===== config.mk =====
export PLATFORM = sky130hd
export DESIGN_NAME = fault_output_pin_override
export DESIGN_NICKNAME = d
export VERILOG_FILES = /design/src/logic/fault_switch_pkg.sv /design/src/logic/pin_override_mux.sv /design/src/logic/fault_output_pin_override.sv
export SDC_FILE = /design/constraint.sdc
export NUM_CORES = 1
export LEC_CHECK = 0
export ABC_AREA = 1
export BUFFER_PORTS_ARGS = -buffer_cell sky130_fd_sc_hd__clkbuf_2
export CORE_MARGIN = 4
export CORE_UTILIZATION = 50
export CTS_CLUSTER_SIZE = 8
export DETAILED_ROUTE_END_ITERATION = 12
export PLACE_DENSITY = 0.9
export SYNTH_ARGS = -nofsm -noshare
export SYNTH_HDL_FRONTEND = slang
export SYNTH_SLANG_ARGS = --single-unit

===== constraint.sdc =====
create_clock -name clk -period 2.1 [get_ports clk]
set_input_delay 0 -clock clk [delete_from_list [all_inputs] [get_ports clk]]
set_output_delay 0 -clock clk [all_outputs]
set_load 0.1 [all_outputs]

===== src/logic/fault_switch_pkg.sv =====
// Register map and reset values of the pin override stage.
package fault_switch_pkg;
	localparam int LINE_COUNT = 8;
	localparam int ADDR_W = 8;
	localparam logic [7:0] DIRECTION_REG_OFFSET = 8'h03;
	localparam logic [7:0] DRIVE_VALUE_REG_OFFSET = 8'h04;
	localparam logic [7:0] DIRECTION_REG_RESET = 8'h00;
	localparam logic [7:0] DRIVE_VALUE_REG_RESET = 8'h00;
	localparam logic [7:0] UNMAPPED_READ_VALUE = 8'h00;
endpackage


===== src/logic/pin_override_mux.sv =====
// Per-line selection between the internal signal and the override setting.
module pin_override_mux #(
	parameter int LINES = 8
) (
	input wire logic [LINES-1:0] pinOverrideEnable,
	input wire logic [LINES-1:0] pinOverrideDirection,
	input wire logic [LINES-1:0] pinOverrideLevel,
	input wire logic [LINES-1:0] faultSwitchOutLine,
	output logic [LINES-1:0] lineLevel,
	output logic [LINES-1:0] lineDrive
);
	genvar i;
	generate
		for (i = 0; i < LINES; i++) begin : gLine
			always_comb begin
				if (pinOverrideEnable[i]) begin
					lineDrive[i] = pinOverrideDirection[i];
					// Level is parked low while released, value bit is kept
					lineLevel[i] = pinOverrideDirection[i] &
						pinOverrideLevel[i];
				end else begin
					lineDrive[i] = 1'b1;
					lineLevel[i] = faultSwitchOutLine[i];
				end
			end
		end
	endgenerate
endmodule


===== src/logic/fault_output_pin_override.sv =====
// Override registers and registered pin stage for the fault switch outputs.

////////////////////////////////////////////////////////////////////////////
module fault_output_pin_override #(
	parameter int LINES = fault_switch_pkg::LINE_COUNT,
	parameter int AW = fault_switch_pkg::ADDR_W
) (
	input wire logic clk,
	input wire logic sys_rst,
	input wire logic [AW-1:0] regAddr,
	input wire logic [LINES-1:0] regWriteData,
	input wire logic regWrite,
	input wire logic regRead,
	output logic [LINES-1:0] regReadData,
	input wire logic [LINES-1:0] pinOverrideEnable,
	input wire logic [LINES-1:0] faultSwitchOutLine,
	output logic [LINES-1:0] pinOut,
	output logic [LINES-1:0] pinOutEnable
);

	////////////////////////////////////////////////////////////////////////
	typedef struct packed {
		logic [LINES-1:0] directionReg;
		logic [LINES-1:0] driveValueReg;
		logic [LINES-1:0] readData;
		logic [LINES-1:0] padLevel;
		logic [LINES-1:0] padDrive;
	} state_t;

	state_t state;
	state_t next_state;
	logic [LINES-1:0] lineLevel;
	logic [LINES-1:0] lineDrive;

	function automatic logic hits(input logic [AW-1:0] a,
			input logic [7:0] offset);
		hits = (a == AW'(offset));
	endfunction

	////////////////////////////////////////////////////////////////////////
	pin_override_mux #(
		.LINES(LINES)
	) overrideMux (
		.pinOverrideEnable(pinOverrideEnable),
		.pinOverrideDirection(state.directionReg),
		.pinOverrideLevel(state.driveValueReg),
		.faultSwitchOutLine(faultSwitchOutLine),
		.lineLevel(lineLevel),
		.lineDrive(lineDrive)
	);

	////////////////////////////////////////////////////////////////////////
	always_comb begin
		next_state = state;
		// Full-width writes; every bit is independent of the others
		if (regWrite && hits(regAddr,
				fault_switch_pkg::DIRECTION_REG_OFFSET)) begin
			next_state.directionReg = regWriteData;
		end
		if (regWrite && hits(regAddr,
				fault_switch_pkg::DRIVE_VALUE_REG_OFFSET)) begin
			next_state.driveValueReg = regWriteData;
		end
		// Read data stands only in the cycle after the strobe
		next_state.readData = '0;
		if (regRead) begin
			if (hits(regAddr, fault_switch_pkg::DIRECTION_REG_OFFSET)) begin
				next_state.readData = state.directionReg;
			end else if (hits(regAddr,
					fault_switch_pkg::DRIVE_VALUE_REG_OFFSET)) begin
				next_state.readData = state.driveValueReg;
			end else begin
				next_state.readData =
					LINES'(fault_switch_pkg::UNMAPPED_READ_VALUE);
			end
		end
		// Registering the pins costs one cycle but keeps them glitch free
		next_state.padLevel = lineLevel;
		next_state.padDrive = lineDrive;
	end

	always_ff @(posedge clk or posedge sys_rst) begin
		if (sys_rst) begin
			state.directionReg <=
				LINES'(fault_switch_pkg::DIRECTION_REG_RESET);
			state.driveValueReg <=
				LINES'(fault_switch_pkg::DRIVE_VALUE_REG_RESET);
			state.readData <= '0;
			state.padLevel <= '0;
			state.padDrive <= '0;
		end else begin
			state <= next_state;
		end
	end

	assign regReadData = state.readData;
	assign pinOut = state.padLevel;
	assign pinOutEnable = state.padDrive;

	////////////////////////////////////////////////////////////////////////
	// A check that starts at the release edge would still see the pads in
	// reset, so the pin checks begin once reset is low at a sampling edge.

	dirReset_a: assert property (
		@(posedge clk) $fell(sys_rst) |-> state.directionReg == '0)
		else $error("direction bits not cleared by reset");

	valReset_a: assert property (
		@(posedge clk) $fell(sys_rst) |-> state.driveValueReg == '0)
		else $error("value bits not cleared by reset");

	padReset_a: assert property (
		@(posedge clk) $fell(sys_rst) |->
		pinOut == '0 && pinOutEnable == '0)
		else $error("pins not parked by reset");

	dirWrite_a: assert property (
		@(posedge clk) disable iff (sys_rst)
		regWrite && hits(regAddr, fault_switch_pkg::DIRECTION_REG_OFFSET)
		|=> state.directionReg == $past(regWriteData))
		else $error("direction write did not land");

	dirRead_a: assert property (
		@(posedge clk) disable iff (sys_rst)
		regRead && hits(regAddr, fault_switch_pkg::DIRECTION_REG_OFFSET)
		|=> regReadData == $past(state.directionReg))
		else $error("direction register read data wrong");

	dirReadNew_a: assert property (
		@(posedge clk) disable iff (sys_rst)
		regWrite && hits(regAddr, fault_switch_pkg::DIRECTION_REG_OFFSET)
		##1 regRead &&
		hits(regAddr, fault_switch_pkg::DIRECTION_REG_OFFSET)
		|=> regReadData == $past(regWriteData, 2))
		else $error("read after write misses the new direction");

	dirKept_a: assert property (
		@(posedge clk) disable iff (sys_rst)
		!(regWrite && hits(regAddr,
			fault_switch_pkg::DIRECTION_REG_OFFSET))
		|=> $stable(state.directionReg))
		else $error("direction changed without a write to it");

	valWrite_a: assert property (
		@(posedge clk) disable iff (sys_rst)
		regWrite && hits(regAddr, fault_switch_pkg::DRIVE_VALUE_REG_OFFSET)
		|=> state.driveValueReg == $past(regWriteData))
		else $error("value write did not land");

	valRead_a: assert property (
		@(posedge clk) disable iff (sys_rst)
		regRead && hits(regAddr, fault_switch_pkg::DRIVE_VALUE_REG_OFFSET)
		|=> regReadData == $past(state.driveValueReg) ##1
		regReadData == '0 || $past(regRead))
		else $error("value register read data wrong");

	valReadNew_a: assert property (
		@(posedge clk) disable iff (sys_rst)
		regWrite && hits(regAddr, fault_switch_pkg::DRIVE_VALUE_REG_OFFSET)
		##1 regRead &&
		hits(regAddr, fault_switch_pkg::DRIVE_VALUE_REG_OFFSET)
		|=> regReadData == $past(regWriteData, 2))
		else $error("read after write misses the new value");

	valKept_a: assert property (
		@(posedge clk) disable iff (sys_rst)
		!(regWrite && hits(regAddr,
			fault_switch_pkg::DRIVE_VALUE_REG_OFFSET))
		|=> $stable(state.driveValueReg))
		else $error("value changed without a write to it");

	// Read data must not linger, or a stale value could pass as a read
	readIdle_a: assert property (
		@(posedge clk) disable iff (sys_rst)
		!regRead |=> regReadData == '0)
		else $error("read data lingers outside a read");

	unmappedRead_a: assert property (
		@(posedge clk) disable iff (sys_rst)
		regRead && !hits(regAddr, fault_switch_pkg::DIRECTION_REG_OFFSET)
		&& !hits(regAddr, fault_switch_pkg::DRIVE_VALUE_REG_OFFSET)
		|=> regReadData == LINES'(fault_switch_pkg::UNMAPPED_READ_VALUE))
		else $error("unmapped read returned data");

	////////////////////////////////////////////////////////////////////////
	// Pin stage: one cycle behind the registers and the inputs

	pinReleased_a: assert property (
		@(posedge clk) disable iff (sys_rst)
		!sys_rst |=> (pinOutEnable & $past(pinOverrideEnable &
			~state.directionReg)) == '0)
		else $error("released line still driven");

	pinDriven_a: assert property (
		@(posedge clk) disable iff (sys_rst)
		!sys_rst |=> (~pinOutEnable & $past(pinOverrideEnable &
			state.directionReg)) == '0)
		else $error("overridden output line not driven");

	overrideLevel_a: assert property (
		@(posedge clk) disable iff (sys_rst)
		!sys_rst |=> ((pinOut ^ $past(state.driveValueReg)) &
			$past(pinOverrideEnable & state.directionReg)) == '0)
		else $error("driven level differs from value bit");

	bypassLine_a: assert property (
		@(posedge clk) disable iff (sys_rst)
		!sys_rst |=> ((pinOut ^ $past(faultSwitchOutLine)) &
			~$past(pinOverrideEnable)) == '0 &&
		(~pinOutEnable & ~$past(pinOverrideEnable)) == '0)
		else $error("bypassed line does not follow internal signal");

	valueIgnored_a: assert property (
		@(posedge clk) disable iff (sys_rst)
		!sys_rst |=> (pinOut & $past(pinOverrideEnable &
			~state.directionReg)) == '0)
		else $error("value bit leaks onto a released line");

endmodule


==> results.tsv <==
stage	metric	value	unit
run_status	status	complete, no violations	
finish	ff_latch_area	1000	um2
cts	cts_root_buf	clkbuf_4	
synth	syn-num-nets	213	
cts	cts_sinks	40	
critical_path	worst_setup_path_start_kind	flop	
critical_path	crit_chain	clkbuf_2	
floorplanning	die_h	65.4	um
cts	clk_pin_slew	0.12	ns
floorplanning	io-pin-count	60	
timing	period_share	56.6	%
floorplanning	num_rows	20	
critical_path	crit_buf_inv	1	
global_routing	grt_max_degree	41	
critical_path	r2r_setup_slack	1.27	ns
global_routing	first_global_vias	1607	
placed_design	place_hpwl	2470	um
placed_design	place_congestion	0.707	
placed_design	dp_cells	279	
routing	drt_pass1_iterations	4	
finish	area_growth	41.5	%
placed_design	io_buffers	59	
cts	cts_tree	done	
timing	finalClockSkew	0.00823	ns
global_routing	grtUsageTotal	22.0	%
cts	clockBufferDepth	2	
finish	layout-drive-gt1-share	30.5	%
synth	syn-mean-instance-area	9.31	um2
finish	num-nets-final	304	
finish	nFillCells	232	
routing	vias	1561	
global_routing	grt_pass1_wl	6970	um
floorplanning	initial_utilization	53.1	%
power_and_ir_drop	p_leak	1.28	nW
synth	yosysSeqAreaShare	60.7	%
routing	ant_nets	0	
critical_path	endpoint_kind	primary output	
floorplanning	dieWidth	65.4	um
finish	finalInstanceArea	2330	um2
timing	finalCriticalPeriod	1.19	ns
timing	max_slew.worst_pin.slew	0.547	ns
finish	final_core_util	75.1	%
power_and_ir_drop	vdd_drop_max	520	uV
synth	syn_area	1650	um2
synth	synthCells	177	
timing	fin_ws	0.912	ns
critical_path	slowest_delay	0.46	ns
cts	clk-insertion-delay-late	0.36	ns
floorplanning	core	3100	um2
placed_design	pre_cts_ws	1.05	ns
critical_path	critPathKind	reg -> out	
flow_run	maxCapViolCount	0	
finish	mostFrequentLayoutCells	59 x clkbuf_2, 57 x nand2_1, 40 x dfrtp_1	
hold_path	hold_class	in -> reg	
cts	cts_made_buffers	5	
timing	finalHoldViolations	0	
critical_path	crit_family	buffers and inverters	
critical_path	crit_arrival	1.19	ns
timing	rsz0062_at_grt	no	
critical_path	crit_fanout	1	
finish	antenna_cells	0	
cts	htreeDepth	2	
synth	ys_seq_elements	40	
timing	finalSetupViolCount	0	
routing	drt-vias-per-instance	4.99	
timing	final_max_slew_viol_count	0	
power_and_ir_drop	powerDensity	692	nW/um2
critical_path	crit_slowest_cell	clkbuf_2	
timing	fmax	842	MHz
routing	wl_per_cell	13.0	um
critical_path	critPathRequiredTime	2.10	ns
synth	synth_warnings	0	
synth	netlist-cell-type-count	17	
floorplanning	die-area	4280	um2
routing	first_iter_violations	103	
finish	final_cells	313	
routing	drt-total-wl	4060	um
timing	fin_tns_setup	0	ns
finish	multi_input_comb_area	549	um2
routing	drc	0	
finish	layout_commonest_cell	clkbuf_2	
cts	postCtsSetupBuffers	0	
global_routing	antenna_found_initial	0	
placed_design	dpl_cell_area	1990	um2
timing	max_slew_margin	63.7	%
global_routing	grt_overflow_total	0	
-- metrics by stage --
| step | hold WS [ns] | power [mW] |
|---|---|---|
| after global placement | 0.115 | 1.07 |
| final | 0.0424 | 1.61 |
| after global routing | 0.0433 | 1.69 |
| after floorplan | 0.0752 | 1.00 |
| after detailed placement | 0.127 | 1.08 |
| after CTS | 0.0266 | 1.62 |
-- cell families after synthesis --
kind of cell | Yosys count | share of synthesized area [%]
and+or+nand+nor | 97 | 28.0
DFF | 40 | 60.7
buffers and inverters | 24 | 5.92
AOI/OAI and AO/OA | 16 | 5.32
-- state kept, by name, indices dropped and copies added, names as in the netlist --
| register | count |
|---|---|
| pinOut | 8 |
| pinOutEnable | 8 |
| regReadData | 8 |
| state | 16 |
-- final cells by class --
class                           count  area share, %
Sequential cell                    40           42.9
Timing Repair Buffer               86           24.2
Multi-Input combinational cell    113           23.6
Inverter                           22           3.54
Tap cell                           44           2.36
Clock inverter                      3           1.83
Clock buffer                        5           1.61
-- repair_timing --
| action | 4_1_cts | 5_1_grt |
|---|---|---|
| endpoints found under the hold margin | 73 | 0 |
| hold buffers | 26 | 0 |
| gates resized for setup | 0 | 0 |
-- layer usage --
metal,vias up,track usage (%),share of wire [%]
met5,-,0,0
met4,0,11.9,3.4
met3,17,6.84,8.0
met2,77,38.4,54
met1,731,23.6,35
li1,736,-,-
-- synthesized netlist by cell type --
library cell | n | area (um2)
nand2_1 | 57 | 214
dfrtp_1 | 40 | 1000
nand3_1 | 25 | 125
inv_1 | 21 | 78.8
o21ai_0 | 8 | 40.0
a21oi_1 | 6 | 30.0
nand2_2 | 4 | 25.0
nor2_1 | 4 | 15.0
a21oi_2 | 2 | 17.5
nor2_2 | 2 | 12.5
nor2_4 | 2 | 22.5
buf_6 | 1 | 11.3
clkbuf_1 | 1 | 3.75
inv_2 | 1 | 3.75
nand2_4 | 1 | 11.3
nor2_8 | 1 | 20.0
nor3_4 | 1 | 16.3
-- final timing paths --
check | cells after the start | to | from
hold / removal | 3 | state[26] | regWrite
hold reg to reg | 2 | state[25] | state[25]
max in group asynchronous | 4 | regReadData[1] | sys_rst
min in group asynchronous | 4 | pinOut[6] | sys_rst
setup reg to reg | 4 | regReadData[5] | state[37]
setup / recovery | 1 | pinOut[5] | pinOut[5]
-- where the power goes --
part | switching (mW) | leakage [nW] | internal, mW
Combinational | 0.200 | 0.711 | 0.0834
Clock | 0.261 | 0.0412 | 0.248
Sequential | 0.0196 | 0.529 | 0.800
(Power assumes the default switching activity.)
